## src/common/stream_pipe_regs.svh

```systemverilog
/*
 * constants for the host OUT stream pipe setup machine.
 * assumes it is included by bare name from design and bench files.
 */
`ifndef STREAM_PIPE_REGS_SVH
`define STREAM_PIPE_REGS_SVH

`define SID_W           16
`define SID_PRIME       16'hfffe
`define SID_NO_STREAM   16'h0000
`define NUMP_W          5
`define RETRY_W         2
`define RETRY_MAX       2'h3

`endif

```

## src/common/stream_pipe_pkg.sv

```systemverilog
/*
 * types for the host OUT stream pipe setup machine.
 * assumes stream_pipe_regs.svh is on the include path.
 */
`include "stream_pipe_regs.svh"

package stream_pipe_pkg;
   typedef logic [`SID_W-1:0]  sid_t;
   typedef logic [`NUMP_W-1:0] nump_t;

   typedef enum logic [2:0] {
      ST_DISABLED   = 3'b000,
      ST_PRIME      = 3'b001,
      ST_IDLE       = 3'b010,
      ST_START      = 3'b011,
      ST_START_END  = 3'b100,
      ST_MOVE_DATA  = 3'b101,
      ST_HALTED     = 3'b110
   } pipe_state_e;
endpackage

```

## src/verilog/pipe_retry_count.sv

```systemverilog
/*
 * retry counter for zero-length setup packets (prime and reject).
 * assumes the owner holds i_clear outside a wait and pulses i_retry per resend.
 */
`timescale 1ns/100ps
`default_nettype none
`include "stream_pipe_regs.svh"

module pipe_retry_count (
   // clock and reset
   input  wire logic i_clk,
   input  wire logic i_sys_rst,
   // control
   input  wire logic i_clear,
   input  wire logic i_retry,
   // status
   output logic      o_exhausted
);
   logic [`RETRY_W-1:0] count_q;

   always_ff @(posedge i_clk or posedge i_sys_rst) begin
      if (i_sys_rst) begin
         count_q <= '0;
      end else if (i_clear) begin
         count_q <= '0;
      end else if (i_retry && count_q != `RETRY_MAX) begin
         count_q <= count_q + 2'h1;
      end
   end

   assign o_exhausted = (count_q == `RETRY_MAX) && i_retry;
endmodule

`default_nettype wire

```

## src/verilog/host_out_stream_pipe_setup_fsm.sv

```systemverilog
/*
 * host OUT bulk stream pipe: disabled, prime pipe, idle, start stream phases.
 * assumes received packets arrive as one-cycle decoded pulses on i_clk, and
 * that the move data machine reports back by pulse on i_move_done.
 */
`timescale 1ns/100ps
`default_nettype none

`include "stream_pipe_regs.svh"

// Operation
// - configure or halt request disables pipe, last selected stream becomes none.
// - from disabled, software data sends zero-length prime packet, enters prime.
// - host may resend prime; stays until prime nrdy; exhausted retries halt.
// - prime nrdy in prime pipe moves to idle.
// - deferred data header in prime pipe moves to idle, no payload follows.
// - erdy in prime pipe is a crossing; stay and wait for nrdy.
// - first idle after disabled never starts a host-chosen stream.
// - idle erdy with nonzero count goes to start stream, records stream.
// - idle software post chooses prime or host move by local policy.
// - prime choice sends zero-length prime packet, enters prime pipe.
// - move choice sends first payload of x, current becomes x.
// - pending flag set when more than one max packet is waiting.
// - host-initiated move is optional and can be switched off.
// - accepting proposal sends first payload of n, current becomes n.
// - proposal is accepted whenever data exists for that stream.
// - no data rejects with zero-length no-stream packet, enters start end.
// - no-stream nrdy in start end returns to idle.
module host_out_stream_pipe_setup_fsm (
   // clock and reset
   input  wire logic                   i_clk,
   input  wire logic                   i_sys_rst,
   // endpoint control
   input  wire logic                   i_ep_config,
   input  wire logic                   i_ep_halt_req,
   input  wire logic                   i_move_enable,
   // software posting
   input  wire logic                   i_sw_post,
   input  wire stream_pipe_pkg::sid_t  i_sw_stream,
   input  wire logic                   i_sw_multi_pkt,
   // endpoint data lookup for proposed stream
   output logic                        o_query_valid,
   output stream_pipe_pkg::sid_t       o_query_stream,
   input  wire logic                   i_query_has_data,
   input  wire logic                   i_query_multi_pkt,
   // received packets
   input  wire logic                   i_rx_nrdy,
   input  wire logic                   i_rx_erdy,
   input  wire logic                   i_rx_ack_retry,
   input  wire logic                   i_rx_dph_deferred,
   input  wire stream_pipe_pkg::sid_t  i_rx_stream,
   input  wire stream_pipe_pkg::nump_t i_rx_nump,
   // move data hand back
   input  wire logic                   i_move_done,
   // transmit request
   output logic                        o_tx_dp,
   output stream_pipe_pkg::sid_t       o_tx_stream,
   output logic                        o_tx_pp,
   output logic                        o_tx_zero_len,
   // pipe status
   output stream_pipe_pkg::pipe_state_e o_state,
   output stream_pipe_pkg::sid_t       o_current_stream,
   output stream_pipe_pkg::sid_t       o_last_selected_stream,
   output logic                        o_pipe_halted,
   output logic                        o_move_start
);
   import stream_pipe_pkg::*;

   pipe_state_e state_q;
   sid_t        last_selected_stream_q;
   sid_t        current_stream_q;
   sid_t        proposed_q;
   logic        first_idle_q;
   logic        tx_dp_q;
   sid_t        tx_stream_q;
   logic        tx_pp_q;
   logic        tx_zero_q;
   logic        query_q;
   logic        move_start_q;
   logic        halted_q;
   logic        retry_clear;
   logic        retry_fire;
   logic        retry_out;
   logic        choose_move;
   logic        wait_zero_ack;

   function automatic logic sid_is(input sid_t a, input sid_t b);
      sid_is = (a == b);
   endfunction

   wire logic ep_reset = i_ep_config | i_ep_halt_req;

   // move only when enabled, allowed past first idle, and stream matches
   assign choose_move = i_move_enable && !first_idle_q
                        && sid_is(i_sw_stream, last_selected_stream_q);

   assign wait_zero_ack = (state_q == ST_PRIME || state_q == ST_START_END);
   assign retry_fire    = wait_zero_ack && i_rx_ack_retry;
   assign retry_clear   = !wait_zero_ack;   // fresh count for each prime or reject wait

   pipe_retry_count u_retry (
      .i_clk       (i_clk),
      .i_sys_rst   (i_sys_rst),
      .i_clear     (retry_clear),
      .i_retry     (retry_fire),
      .o_exhausted (retry_out)
   );

   // pipe state
   always_ff @(posedge i_clk or posedge i_sys_rst) begin
      if (i_sys_rst) begin
         state_q  <= ST_DISABLED;
         halted_q <= 1'b0;
      end else if (ep_reset) begin
         state_q  <= ST_DISABLED;
         halted_q <= 1'b0;
      end else if (retry_out) begin
         state_q  <= ST_HALTED;
         halted_q <= 1'b1;
      end else begin
         case (state_q)
            ST_DISABLED: begin
               if (i_sw_post) begin
                  state_q <= ST_PRIME;
               end
            end
            ST_PRIME: begin
               if (i_rx_nrdy && sid_is(i_rx_stream, `SID_PRIME)) begin
                  state_q <= ST_IDLE;
               end else if (i_rx_dph_deferred) begin
                  state_q <= ST_IDLE;
               end
               // erdy here is a crossing and is ignored
            end
            ST_IDLE: begin
               if (i_rx_erdy && i_rx_nump != '0) begin
                  state_q <= ST_START;
               end else if (i_sw_post) begin
                  state_q <= choose_move ? ST_MOVE_DATA : ST_PRIME;
               end
            end
            ST_START: begin
               if (query_q) begin
                  state_q <= i_query_has_data ? ST_MOVE_DATA
                                              : ST_START_END;
               end
            end
            ST_START_END: begin
               if (i_rx_nrdy && sid_is(i_rx_stream, `SID_NO_STREAM)) begin
                  state_q <= ST_IDLE;
               end else if (i_rx_dph_deferred) begin
                  state_q <= ST_IDLE;
               end
            end
            ST_MOVE_DATA: begin
               if (i_move_done) begin
                  state_q <= ST_IDLE;
               end
            end
            ST_HALTED: begin
               state_q <= ST_HALTED;
            end
            default: begin
               state_q <= ST_DISABLED;
            end
         endcase
      end
   end

   // first idle after disabled blocks host move
   always_ff @(posedge i_clk or posedge i_sys_rst) begin
      if (i_sys_rst) begin
         first_idle_q <= 1'b1;
      end else if (ep_reset || state_q == ST_DISABLED) begin
         first_idle_q <= 1'b1;
      end else if (state_q == ST_IDLE && (i_rx_erdy || i_sw_post)) begin
         first_idle_q <= 1'b0;
      end
   end

   // stream variables
   always_ff @(posedge i_clk or posedge i_sys_rst) begin
      if (i_sys_rst) begin
         last_selected_stream_q <= `SID_NO_STREAM;
         current_stream_q       <= `SID_NO_STREAM;
         proposed_q             <= `SID_NO_STREAM;
      end else if (ep_reset) begin
         last_selected_stream_q <= `SID_NO_STREAM;
      end else if (state_q == ST_IDLE && i_rx_erdy && i_rx_nump != '0) begin
         last_selected_stream_q <= i_rx_stream;
         proposed_q             <= i_rx_stream;
      end else if (state_q == ST_IDLE && i_sw_post && choose_move) begin
         current_stream_q <= i_sw_stream;
      end else if (state_q == ST_START && query_q && i_query_has_data) begin
         current_stream_q <= proposed_q;
      end
   end

   // endpoint data lookup for a proposal, in the same cycle as entering start
   always_ff @(posedge i_clk or posedge i_sys_rst) begin
      if (i_sys_rst) begin
         query_q <= 1'b0;
      end else begin
         query_q <= !ep_reset && state_q == ST_IDLE && i_rx_erdy && i_rx_nump != '0;
      end
   end

   // transmit requests
   always_ff @(posedge i_clk or posedge i_sys_rst) begin
      if (i_sys_rst) begin
         tx_dp_q      <= 1'b0;
         tx_stream_q  <= `SID_NO_STREAM;
         tx_pp_q      <= 1'b0;
         tx_zero_q    <= 1'b0;
         move_start_q <= 1'b0;
      end else begin
         tx_dp_q      <= 1'b0;
         move_start_q <= 1'b0;
         if (ep_reset) begin
            tx_dp_q <= 1'b0;
         end else if (state_q == ST_DISABLED && i_sw_post) begin
            tx_dp_q     <= 1'b1;
            tx_stream_q <= `SID_PRIME;
            tx_pp_q     <= 1'b0;
            tx_zero_q   <= 1'b1;
         end else if (retry_fire && !retry_out) begin
            tx_dp_q <= 1'b1;
         end else if (state_q == ST_IDLE && !(i_rx_erdy && i_rx_nump != '0)
                      && i_sw_post) begin
            tx_dp_q      <= 1'b1;
            tx_stream_q  <= choose_move ? i_sw_stream : `SID_PRIME;
            tx_pp_q      <= choose_move && i_sw_multi_pkt;
            tx_zero_q    <= !choose_move;
            move_start_q <= choose_move;
         end else if (state_q == ST_START && query_q) begin
            tx_dp_q      <= 1'b1;
            tx_stream_q  <= i_query_has_data ? proposed_q : `SID_NO_STREAM;
            tx_pp_q      <= i_query_has_data && i_query_multi_pkt;
            tx_zero_q    <= !i_query_has_data;
            move_start_q <= i_query_has_data;
         end
      end
   end

   assign o_state                = state_q;
   assign o_current_stream       = current_stream_q;
   assign o_last_selected_stream = last_selected_stream_q;
   assign o_pipe_halted          = halted_q;
   assign o_tx_dp                = tx_dp_q;
   assign o_tx_stream            = tx_stream_q;
   assign o_tx_pp                = tx_pp_q;
   assign o_tx_zero_len          = tx_zero_q;
   assign o_query_valid          = query_q;
   assign o_query_stream         = proposed_q;
   assign o_move_start           = move_start_q;

   halt_clears_a: assert property (@(posedge i_clk) disable iff (i_sys_rst)
      ep_reset |=> state_q == ST_DISABLED && last_selected_stream_q == `SID_NO_STREAM)
      else $error("endpoint reset did not disable pipe");
   prime_send_a: assert property (@(posedge i_clk) disable iff (i_sys_rst)
      state_q == ST_DISABLED && i_sw_post && !ep_reset |=> state_q == ST_PRIME
      && tx_dp_q && tx_stream_q == `SID_PRIME && !tx_pp_q && tx_zero_q)
      else $error("disabled post did not prime");
   prime_nrdy_a: assert property (@(posedge i_clk) disable iff (i_sys_rst)
      state_q == ST_PRIME && !ep_reset && !retry_out && i_rx_nrdy
      && i_rx_stream == `SID_PRIME |=> state_q == ST_IDLE)
      else $error("prime nrdy did not reach idle");
   prime_defer_a: assert property (@(posedge i_clk) disable iff (i_sys_rst)
      state_q == ST_PRIME && !ep_reset && !retry_out && i_rx_dph_deferred |=> state_q == ST_IDLE)
      else $error("deferred header did not reach idle");
   prime_race_a: assert property (@(posedge i_clk) disable iff (i_sys_rst)
      state_q == ST_PRIME && i_rx_erdy && !i_rx_nrdy && !i_rx_dph_deferred
      && !ep_reset && !retry_out |=> state_q == ST_PRIME)
      else $error("erdy left prime pipe");
   erdy_select_a: assert property (@(posedge i_clk) disable iff (i_sys_rst)
      state_q == ST_IDLE && !ep_reset && i_rx_erdy && i_rx_nump != '0 |=>
      state_q == ST_START && last_selected_stream_q == $past(i_rx_stream))
      else $error("erdy did not start stream");
   first_idle_a: assert property (@(posedge i_clk) disable iff (i_sys_rst)
      move_start_q && $past(state_q) == ST_IDLE |-> !$past(first_idle_q))
      else $error("host move on first idle");
   accept_a: assert property (@(posedge i_clk) disable iff (i_sys_rst)
      state_q == ST_START && query_q && i_query_has_data && !ep_reset |=>
      state_q == ST_MOVE_DATA && tx_stream_q == current_stream_q && !tx_zero_q)
      else $error("proposal not accepted");
   reject_a: assert property (@(posedge i_clk) disable iff (i_sys_rst)
      state_q == ST_START && query_q && !i_query_has_data && !ep_reset |=>
      state_q == ST_START_END && tx_stream_q == `SID_NO_STREAM && !tx_pp_q)
      else $error("proposal not rejected");
   end_nrdy_a: assert property (@(posedge i_clk) disable iff (i_sys_rst)
      state_q == ST_START_END && !ep_reset && !retry_out && i_rx_nrdy
      && i_rx_stream == `SID_NO_STREAM |=> state_q == ST_IDLE)
      else $error("no-stream nrdy did not reach idle");

   prime_done_c: cover property (@(posedge i_clk) state_q == ST_PRIME ##1 state_q == ST_IDLE);
   start_move_c: cover property (@(posedge i_clk) state_q == ST_START ##1 state_q == ST_MOVE_DATA);
   host_move_c:  cover property (@(posedge i_clk) state_q == ST_IDLE ##1 state_q == ST_MOVE_DATA);
   halt_c:       cover property (@(posedge i_clk) state_q == ST_HALTED);
endmodule

`default_nettype wire

```

## config.mk

```make
export PLATFORM = sky130hd
export DESIGN_NAME = host_out_stream_pipe_setup_fsm
export DESIGN_NICKNAME = d
export VERILOG_FILES = /design/src/common/stream_pipe_pkg.sv /design/src/verilog/pipe_retry_count.sv /design/src/verilog/host_out_stream_pipe_setup_fsm.sv
export VERILOG_INCLUDE_DIRS = /design/src /design/src/common
export SDC_FILE = /design/constraint.sdc
export NUM_CORES = 1
export LEC_CHECK = 0
export BUFFER_PORTS_ARGS = -buffer_cell sky130_fd_sc_hd__buf_2
export CORE_MARGIN = 3
export CORE_UTILIZATION = 50
export DETAILED_ROUTE_END_ITERATION = 10
export HOLD_SLACK_MARGIN = 0.02
export PLACE_DENSITY_LB_ADDON = 0.2
export REMOVE_ABC_BUFFERS = 1
export SLEW_MARGIN = 15
export SYNTH_ARGS = -nofsm -noshare
export SYNTH_HDL_FRONTEND = slang
export SYNTH_SLANG_ARGS = --single-unit
```

## constraint.sdc

```tcl
create_clock -name i_clk -period 3.3 [get_ports i_clk]
set_input_delay 0.495 -clock i_clk [delete_from_list [all_inputs] [get_ports i_clk]]
set_output_delay 0.495 -clock i_clk [all_outputs]
set_load 0.02 [all_outputs]
```

# Yosys cells after proc, flatten, opt, wreduce, memory -nomap -nowiden

Cells that the tools add are included.

Reductions and logical operators: 45
Eq/ne operators: 16
Add/subtract/negate cells: 1
Mux-type cells: 47
Bitwise gates (word level): 3

Operators with widths:

| kind                   | count |
|---|---|
| $mux W16               | 10 |
| $mux W3                | 11 |
| $logic_and A1 B1 Y1    | 24 |
| $mux W1                | 23 |
| $pmux W3 S7            | 1 |
| $eq A16 B16 Y1         | 1 |
| $eq A16 B16 Y1 const B | 1 |
| $logic_not A16 Y1      | 1 |
| $ne A4 B4 Y1 const B   | 3 |
| $eq A3 B3 Y1 const B   | 3 |
| $reduce_bool A2 Y1     | 4 |
| $eq A3 B2 Y1 const B   | 2 |
| $logic_not A1 Y1       | 6 |
| $reduce_and A3 Y1      | 2 |
| $ne A5 B5 Y1 const B   | 1 |
| $reduce_bool A5 Y1     | 1 |
| $mux W2                | 2 |
| $ne A2 B2 Y1 const B   | 2 |
| $reduce_and A4 Y1      | 1 |
| $eq A3 B1 Y1 const B   | 1 |
| $logic_not A3 Y1       | 1 |
| $logic_or A1 B1 Y1     | 3 |
| $reduce_bool A3 Y1     | 1 |
| $add A2 B1 Y2 const B  | 1 |
| other kinds (5)        | 6 |

Output and inout bits: 73
Logic and storage cells: 125
Register bits: 76

# Depth between registers and ports, before layout

Gate-level depths: netlist (run 1).

Depth after elaboration: 9
Mapped depth: 9
Gate-level depth less buffers: 6

# By module

From an unflattened synthesis (run 1), not the netlist that was laid out.

Cells, all modules: 352
Area, all modules: 3883.7 um2

By module, submodules not included:

| module                         | area an instance (um2) | sequential area each (um2) | instances | cells each |
|---|---|---|---|---|
| host_out_stream_pipe_setup_fsm | 3748.6                 | 1853.0                     | 1         | 340 |
| pipe_retry_count               | 135.1                  | 50.0                       | 1         | 12 |

# Least setup slack after synthesis (run 1)

No wires, ideal clock.

Path type: input -> register
Start point: in i_rx_nump[0]
End point: reg current_stream_q[10] (netlist: o_current_stream[10])
Setup time: 0.125 ns
Data required time: 3.175 ns
Path buffers: 2
Slack: 0.912 ns
Stages on the path: 8
Arrival: 2.262 ns
Cells stage by stage: or4_1 > o21a_2 > nor2b_1 > buf_4 > a2bb2oi_2 > o211a_4 > buf_6 > mux2_4

Word-level cells in the longest chain between the ends: 4

RTL lines:

| what                        | line                                  | RTL |
|---|---|---|
| from (decl)                 | host_out_stream_pipe_setup_fsm.sv:52  | `input wire stream_pipe_pkg::nump_t i_rx_nump,` |
| $reduce_bool A5 Y1          | host_out_stream_pipe_setup_fsm.sv:189 | `end else if (state_q == ST_IDLE && i_rx_erdy && i_rx_nump != '0) begin` |
| $logic_and A1 B1 Y1         | host_out_stream_pipe_setup_fsm.sv:189 |  |
| $not A1 Y1 (no line)        | --                                    |  |
| $reduce_and A3 Y1 (no line) | --                                    |  |
| to (signal assigned)        | host_out_stream_pipe_setup_fsm.sv:185 | `` current_stream_q <= `SID_NO_STREAM; `` |
| to (signal assigned)        | host_out_stream_pipe_setup_fsm.sv:193 | `current_stream_q <= i_sw_stream;` |
| to (signal assigned)        | host_out_stream_pipe_setup_fsm.sv:195 | `current_stream_q <= proposed_q;` |
| to (decl)                   | host_out_stream_pipe_setup_fsm.sv:71  | `sid_t current_stream_q;` |

No other way between the ends.
A chain may end at the register's enable or synchronous reset.

# Final worst setup path (run 1)

Start point: reg state_q[0] (netlist: o_state[0])
End point: reg proposed_q[13] (netlist: o_query_stream[13])

Word-level cells in the longest chain between the ends: 4

RTL lines:

| what                              | line                                  | RTL |
|---|---|---|
| from (decl)                       | host_out_stream_pipe_setup_fsm.sv:69  | `pipe_state_e state_q;` |
| from (signal assigned)            | host_out_stream_pipe_setup_fsm.sv:139 | `state_q <= choose_move ? ST_MOVE_DATA : ST_PRIME;` |
| from (signal assigned)            | host_out_stream_pipe_setup_fsm.sv:144 | `state_q <= i_query_has_data ? ST_MOVE_DATA` |
| $eq A3 B2 Y1                      | host_out_stream_pipe_setup_fsm.sv:189 |  |
| $logic_and A1 B1 Y1 (2 in series) | host_out_stream_pipe_setup_fsm.sv:189 |  |
| $reduce_and A2 Y1 (no line)       | --                                    |  |
| to (signal assigned)              | host_out_stream_pipe_setup_fsm.sv:186 | `` proposed_q <= `SID_NO_STREAM; `` |
| to (signal assigned)              | host_out_stream_pipe_setup_fsm.sv:191 | `proposed_q <= i_rx_stream;` |
| to (decl)                         | host_out_stream_pipe_setup_fsm.sv:72  | `sid_t proposed_q;` |

No other way between the ends.

==> results.toml, run 1 <==
[run_status]
status = "finished, final reports clean"

[die]
die_y_microns = 94.0
initial_core_util_pct = 52.6
design.core.area_sq_um = 7370
pin_count = 124
fp-row-count = 31
die-area_sq_um = 8840
die_w_microns = 94.0

[hold_path]
min_path_type = "in2async"

[synthesis]
avgSynthCellArea_sq_um = 11.1
yosysTopAreaCellShare_pct = 48.4
async_reset_ff_share_pct = 100
synth.largest_area_cell = "dfrtp_1"
synth_area_sq_um = 3870
synth_edf_count = 0
yosysWarnings = 0
synth_mux_area_share_pct = 19.9
synth_top_family_by_area = "multiplexers"
synth_flop_cell = "dfrtp_1"
synthDistinctLibCells = 47
synthAdderAreaFrac_pct = 0.323
ys_seq_area_share_pct = 49.1
synth_compound_area_share_pct = 8.04
synth-simple-area-share_pct = 15.5
synth_xor_xnor_area_share_pct = 3.84
yosys_register_bits = 76
synth.area.top_cells = "dfrtp_1, mux2_2, mux2_4, nor2_1, mux2i_1"
synth_cells = 350

[place]
numPortBuffers = 123
dp_hpwl_microns = 7370
placed_cell_area_sq_um = 4540
gp_routability_congestion = 0.848

[setup_path]
critPathKind = "reg2reg"
cp_data_required_time_ns = 3.53
cp.arrival_ns = 2.74
reg2reg_from = "o_state[0]"
crit_start = "o_state[0]"
cp-end-kind = "flip-flop"
crit_path_start_kind = "flip-flop"
path_max_fanout = 17

[power_and_ir_drop]
ir_worst_vdd_mv = 0.250
power_leakage_nw = 2.39
fin_total_pwr_mw = 2.51
powerDensity_nw_per_um2 = 528

[cells_and_area]
layout_common_cells = "buf_2, dfrtp_1, nor2_1"
synthToLayoutAreaGrowth_pct = 22.8
nets = 521
final_cell_area_sq_um = 4760
layout_commonest_cell = "buf_2"
n_antenna_cell = 0
final_core_util_pct = 64.5
drive_gt1_share_pct = 43.2

[cts]
hold_buffers = 0
clock-sinks = 76
clock_path_buffers = 2
post_cts_buffers = 0
cts.htree.levels = 3
insertion_delay_ns = 0.35
cts-root-buf = "clkbuf_8"
ctsResizeCount = 0
cts_tree = "built"
clk_pin_slew_worst_paths_ns = 0.08
cts-buffers-inserted = 9

[timing]
slew_violations = 0
fin_crit_ns = 2.51
slew_headroom_pct = 31.6
finalCritPeriodShare_pct = 76.1
clock_skew_ns = 0.0125
fmax_ghz = 0.398
hold_viol = 0
tightest_slew_ns = 1.02
final.setup.tns_ns = 0
rsz0062_at_grt = "false"
setup_viol = 0

[global_routing]
grt_usage_pct = 24.1
overflow = 0
grt_pass1_vias = 3100
grt_max_degree = 64
antenna_found_initial = 0
grt_first_pass_wirelength_microns = 16200

[detailed_routing]
drc = 0
wl_microns = 10300
dr.pass1.iters = 5
routed-via-count = 3190
ant_nets = 0
routedWlPerCell_microns = 18.0
drtIter0Drc = 221
viasPerCell = 5.57

[flow_run]
drv_cap = 0
## metrics by stage
step	worst slack, ns	hold slack (ns)	cells
floorplan	0.386	0.490	329
global placement	0.537	0.481	557
detailed placement	0.478	0.487	557
finish	0.790	0.275	573
CTS	0.789	0.406	573
global route	0.628	0.339	573
## layer usage
layer,vias up,global-route usage [%],part of all wire (%),wire [microns]
met1,1550,34.2,43,4430
met3,14,3.85,8.3,857
met5,-,0,0,0
met2,143,37.4,47,4860
met4,0,8.66,1.5,155
li1,1483,-,-,-
## where the power goes
group          internal (mW)  total [mW]  switching (mW)
clock network          0.392       0.740           0.348
logic                  0.266       0.622           0.357
registers               1.05        1.15          0.0925
## registers in the layout (all words and copies together), names as in the netlist
register / flops
o_state: 3
o_last_selected_stream: 16
o_query_valid: 1
o_tx_pp: 1
o_move_start: 1
first_idle_q: 1
o_query_stream: 16
u_retry.count_q: 2
o_tx_zero_len: 1
o_tx_stream: 16
o_pipe_halted: 1
o_tx_dp: 1
o_current_stream: 16
## synth_stat cells (all sizes together) (2+ instances only)
master  count
o21ai       2
a21oi       7
mux2i      17
a211oi      2
nor4        2
a31oi      17
nor3        3
xnor2      17
or4         4
mux2       48
o22ai       2
nor2b       2
dfrtp      75
a22o        2
buf        11
nor2       48
nand3      19
and2        2
nand2      26
nand4       6
clkbuf     10
nand3b      2
nand2b      7
nor3b       2
inv         2
## final timing paths
path                                       end  slack, ns  depth (start not counted)
setup / recovery            o_query_stream[13]       0.79                          4
hold / removal             o_current_stream[1]       0.28                          2
setup reg to reg            o_query_stream[13]       0.79                          4
hold reg to reg                  o_tx_zero_len       0.50                          2
max in group asynchronous  o_current_stream[2]       2.29                          3
min in group i_clk           o_query_stream[0]       0.41                          2
## final cells by class
class | count | area, sq um
fillers | 633 | 2610
flip-flops and latches | 76 | 1900
multi-input cells | 251 | 1850
repair buffers | 129 | 661
clock buffers | 11 | 151
well taps | 99 | 124
clock inverters | 5 | 58.8
inverters | 2 | 10.0
## cells by family after synthesis
family | Yosys count
AO/OA/AOI/OAI | 43
XOR/XNOR | 17
adder cells (fa/ha/maj) | 1
buffers and inverters | 23
flip-flops | 76
multiplexers | 65
AND/OR/NAND/NOR | 125
## critical path, cell delays in order, from the launching register on
cell and delay [ns]:
dfrtp_1 0.55, nor2_1 0.27, nand3_1 0.29, nor2_2 0.87, mux2_2 0.42
Note: power is estimated with default switching activity, not from simulation.
==> run 2: changes to the inputs <==
- ABC_AREA: unset -> 1
- CORE_UTILIZATION: 50 -> 48
- clock period: 3.3 -> 2.1 ns (I/O delays scaled with it)
==> results.toml, run 2 <==
[cts]
clock-sinks = 76
cts-buffers-inserted = 9
clock_path_buffers = 2
insertion_delay_ns = 0.36
cts_tree = "built"
clk_pin_slew_worst_paths_ns = 0.09
hold_buffers = 0
post_cts_buffers = 0
ctsResizeCount = 0
cts-root-buf = "clkbuf_8"
cts.htree.levels = 3

[global_routing]
grt_busiest_layer = "met2"
overflow = 0
grt_pass1_vias = 4445
grt_util_met1_pct = 37.4
use_met3_pct = 4.23
grt_max_degree = 77
antenna_found_initial = 0
grt_first_pass_wirelength_microns = 21700
grtUsageMet2_pct = 42.7
grt_usage_pct = 26.8

[run_status]
status = "finished, final reports clean"

[die]
die-area_sq_um = 10400
design.core.area_sq_um = 8850
fp-row-count = 34
pin_count = 124
die_w_microns = 102
initial_core_util_pct = 50.2
die_y_microns = 102

[detailed_routing]
drtIter0Drc = 296
dr.pass1.iters = 5
routedWlPerCell_microns = 15.4
wl_microns = 13600
viasPerCell = 5.26
ant_nets = 0
drc = 0
routed-via-count = 4647

[setup_path]
max_stage_delay_ns = 0.55
crit_path_start_kind = "flip-flop"
critPathBufInv = 2
cp-end-kind = "flip-flop"
path_max_fanout = 19
cp_slowest_cell = "dfrtp_1"
cp_data_required_time_ns = 2.40
cp.arrival_ns = 2.21
path_delay_family = "simple AND/OR/NAND/NOR gates"
crit_chain = "inv_2 > nand3_2 > nand2_2 > nand3_4 > nand2_2 > nor2_2 > nand2_1 > a21oi_2 > buf_4 > nand3_1 > nand2_1"
critPathKind = "reg2reg"

[power_and_ir_drop]
p_seq_share_pct = 46.4
p_sw_mw = 1.02
combPwrFrac_pct = 16.9
p_int_mw = 2.45
switching_share_pct = 29.5
ir_worst_vdd_mv = 0.364
clock_power_share_pct = 36.7
powerDensity_nw_per_um2 = 641
power_leakage_nw = 3.21

[place]
numPortBuffers = 123
dp_slack_ns = 0.229
gp_routability_congestion = 0.958
dp_hpwl_microns = 10200

[cells_and_area]
layout_commonest_cell = "nand2_1"
drive_gt1_share_pct = 24.1
multi_input_area_sq_um = 2040
n_fill_cell = 878
layout_common_cells = "nand2_1, buf_2, inv_1"
n_antenna_cell = 0
final_core_util_pct = 61.1
regArea_sq_um = 1900
nets = 822
synthToLayoutAreaGrowth_pct = 21.8

[timing]
clock_skew_ns = 0.00853
rsz0062_at_grt = "false"
finalCritPeriodShare_pct = 91.0
final.setup.tns_ns = 0
tightest_slew_ns = 0.502
slew_violations = 0
setup_viol = 0
fmax_ghz = 0.523
hold_viol = 0
setup_ws_ns = 0.188
fin_crit_ns = 1.91
slew_headroom_pct = 66.4

[synthesis]
avgSynthCellArea_sq_um = 6.91
yosysTopAreaCellShare_pct = 42.3
synth_cells = 643
synthDistinctLibCells = 34
synth_edf_count = 0
synth_commonest_cells = "nand2_1, inv_1, dfrtp_1"
yosys_register_bits = 76
yosysWarnings = 0
ys_seq_area_share_pct = 42.9
synth_flop_cell = "dfrtp_1"
synth_area_sq_um = 4440
synth.area.top_cells = "dfrtp_1, nand2_1, inv_1, nor2_1, nand3_1"
synth.largest_area_cell = "dfrtp_1"
async_reset_ff_share_pct = 100
yosysMostFrequentCell = "nand2_1"

[flow_run]
drv_cap = 0

[hold_path]
min_path_type = "in2async"
-- run 2: power groups by stage --
stage / registers, mW / logic, mW / clock network [mW]
global route: 1.62 / 0.648 / 1.35
finish: 1.61 / 0.585 / 1.27
floorplan: 1.73 / 0.240 / 0
detailed placement: 1.64 / 0.587 / 0
CTS: 1.61 / 0.589 / 1.28
global placement: 1.64 / 0.575 / 0
-- run 2: cells by family after synthesis --
logic type,share of synthesized area [%]
adder cells (fa/ha/maj),0.282
flip-flops,42.9
buffers and inverters,11.2
AND/OR/NAND/NOR,39.6
AO/OA/AOI/OAI,6.03
-- run 2: stage by stage --
| stage | area (sq um) | hold WS, ns | cells | power (mW) |
|---|---|---|---|---|
| after floorplan | 4310 | 0.465 | 621 | 1.97 |
| after global placement | 5180 | 0.438 | 867 | 2.21 |
| after detailed placement | 5180 | 0.439 | 867 | 2.22 |
| after CTS | 5410 | 0.0532 | 883 | 3.48 |
| after global routing | 5410 | 0.0686 | 883 | 3.62 |
| final | 5410 | 0.0392 | 883 | 3.47 |
-- run 2: final cells by class --
cell class / instances / share of cell area, %
Multi-Input combinational cell: 448 / 37.7
Sequential cell: 76 / 35.2
Timing Repair Buffer: 138 / 13.7
Inverter: 97 / 6.78
Clock buffer: 10 / 2.55
Tap cell: 108 / 2.50
Clock inverter: 6 / 1.60
-- run 2: worst paths after layout --
check	startpoint	to	slack, ns	cells after the start
worst max-delay path	o_state[2]	o_current_stream[14]	0.19	11
worst max register to register	o_state[2]	o_current_stream[14]	0.19	11
max in group asynchronous	i_sys_rst	first_idle_q	1.70	3
worst min register to register	o_tx_stream[7]	o_tx_stream[7]	0.47	2
worst min-delay path	i_sys_rst	o_current_stream[15]	0.04	3
min in group i_clk	i_rx_stream[0]	o_query_stream[0]	0.25	3
-- run 2: metal layers --
layer	share of wire, %	wire, microns	vias to the layer above
li1	-	-	2255
met1	42	5730	2140
met2	47	6420	224
met3	8.1	1100	28
met4	2.3	318	0
met5	0	0	-
-- run 2: worst min-delay path, cell delays in order --
cell and delay, ns:
buf_2 0.10, inv_2 0.06, buf_12 0.35
==> run 3: changes to the inputs <==
- ABC_AREA: 1 -> unset
- CORE_UTILIZATION: 48 -> 46
==> results.toml, run 3 (synthesized netlist as in run 1, its figures left out) <==
[run_status]
status = "finished, final reports clean"

[cts]
cts_tree = "built"
clock-sinks = 76
clk_pin_slew_worst_paths_ns = 0.09
insertion_delay_ns = 0.36
cts-buffers-inserted = 9
cts-root-buf = "clkbuf_8"
clock_path_buffers = 2
cts.htree.levels = 3

[detailed_routing]
routedWlPerCell_microns = 19.0
drc = 0
drtIter0Drc = 206
viasPerCell = 5.62
ant_nets = 0
dr.pass1.iters = 6
wl_microns = 11400
routed-via-count = 3369

[die]
die_w_microns = 97.8
design.core.area_sq_um = 7970
initial_core_util_pct = 48.6
pin_count = 124
die-area_sq_um = 9560
fp-row-count = 32
die_y_microns = 97.8

[setup_path]
cp-end-kind = "flip-flop"
cp_data_required_time_ns = 2.33
cp_slowest_cell = "dfrtp_1"
crit_path_start_kind = "flip-flop"
crit_chain = "xnor2_1 > nand4_1 > nor3_1 > nand3_1 > buf_12 > mux2_2 > mux2_4"
max_stage_delay_ns = 0.41
cp.arrival_ns = 2.24
critPathBufInv = 1
path_max_fanout = 15
critPathKind = "reg2reg"
path_delay_family = "multiplexers"

[cells_and_area]
drive_gt1_share_pct = 46.0
nets = 545
synthToLayoutAreaGrowth_pct = 28.6
layout_commonest_cell = "buf_2"
final_cell_area_sq_um = 4980
n_antenna_cell = 0
layout_common_cells = "buf_2, dfrtp_1, nor2_1"

[place]
gp_routability_congestion = 0.918
placed_cell_area_sq_um = 4780
numPortBuffers = 123
dp_hpwl_microns = 8270

[global_routing]
use_met3_pct = 5.64
grtUsageMet2_pct = 39.3
grt_usage_pct = 24.3
grt_pass1_vias = 3407
grt_busiest_layer = "met2"
antenna_found_initial = 0
grt_max_degree = 42
grt_first_pass_wirelength_microns = 18100
grt_util_met1_pct = 32.0
overflow = 0

[timing]
fin_crit_ns = 2.01
clock_skew_ns = 0.0171
fin_worst_hold_slack_ns = 0.218
tightest_slew_ns = 0.603
slew_violations = 0
hold_viol = 0
slew_headroom_pct = 59.7
fmax_ghz = 0.497
setup_viol = 0
finalCritPeriodShare_pct = 95.8

[power_and_ir_drop]
power_leakage_nw = 2.51
powerDensity_nw_per_um2 = 768
ir_worst_vdd_mv = 0.437

[hold_path]
min_path_type = "in2reg"

[flow_run]
drv_cap = 0
run 3: changes by cell type in the layout (fill, tap and decap cells not counted), sizes merged, moves of 18 or more:
| cell | change |
|---|---|
| nand3 | -33 |
| o21ai | -20 |
| nand2 | -224 |
| nand4 | -18 |
| inv | -97 |
| mux2 | +48 |
| nor2 | -20 |
run 3: where the power goes:
group	total [mW]	internal, mW	switching, mW	leakage (nW)
clock network	0.992	0.427	0.565	0.0783
registers	1.81	1.66	0.149	0.993
logic	1.03	0.445	0.582	1.44
run 3: timing repair:
action	4_1_cts	5_1_grt
hold buffers	1	0
gates resized for setup	2	2
setup endpoints to repair	16	16
buffers inserted	0	1
endpoints found under the hold margin	13	0
pin swaps	1	1
run 3: area by class of cell:
type,count,area (sq um)
clock buffer,10,128
tap,102,128
sequential,76,1900
clock inverter,6,41.3
multi-input combinational,251,1870
timing repair buffer,153,906
inverter,2,8.76
fill,673,2990
run 3: path summary, 6_finish.rpt:
check	to	cells after the start	slack (ns)	from
min in group asynchronous	o_current_stream[2]	3	0.44	i_sys_rst
worst max register to register	o_current_stream[15]	7	0.09	o_last_selected_stream[12]
max in group asynchronous	o_last_selected_stream[15]	4	1.06	i_sys_rst
worst max-delay path	o_current_stream[15]	7	0.09	o_last_selected_stream[12]
worst min-delay path	o_query_stream[0]	2	0.22	i_rx_stream[0]
worst min register to register	o_pipe_halted	2	0.51	o_pipe_halted
run 3: through the flow:
stage	cells	total power [mW]	TNS, ns	setup WS (ns)	utilization, %
final	600	3.83	0	0.0882	62.5
after global routing	600	4.02	-0.000414	-0.000414	62.5
after CTS	599	3.84	0	0.00486	62.3
after detailed placement	582	2.86	-7.64	-0.279	59.9
after global placement	582	2.82	-5.53	-0.201	59.9
after floorplan	329	2.42	-39.50	-0.814	-
run 3: metal layers:
layer  wire length [microns]  vias to the layer above  part of all wire [%]
li1                        -                     1528                     -
met1                    4900                     1663                    43
met2                    5450                      154                    48
met3                     780                       24                   6.9
met4                     248                        0                   2.2
met5                       0                        -                     0
run 3: worst reg2reg max path, stage by stage, from the launching register on:
cell and delay [ns]:
dfrtp_1 0.41, xnor2_1 0.25, nand4_1 0.12, nor3_1 0.23, nand3_1 0.15, buf_12 0.19
mux2_2 0.29, mux2_4 0.26
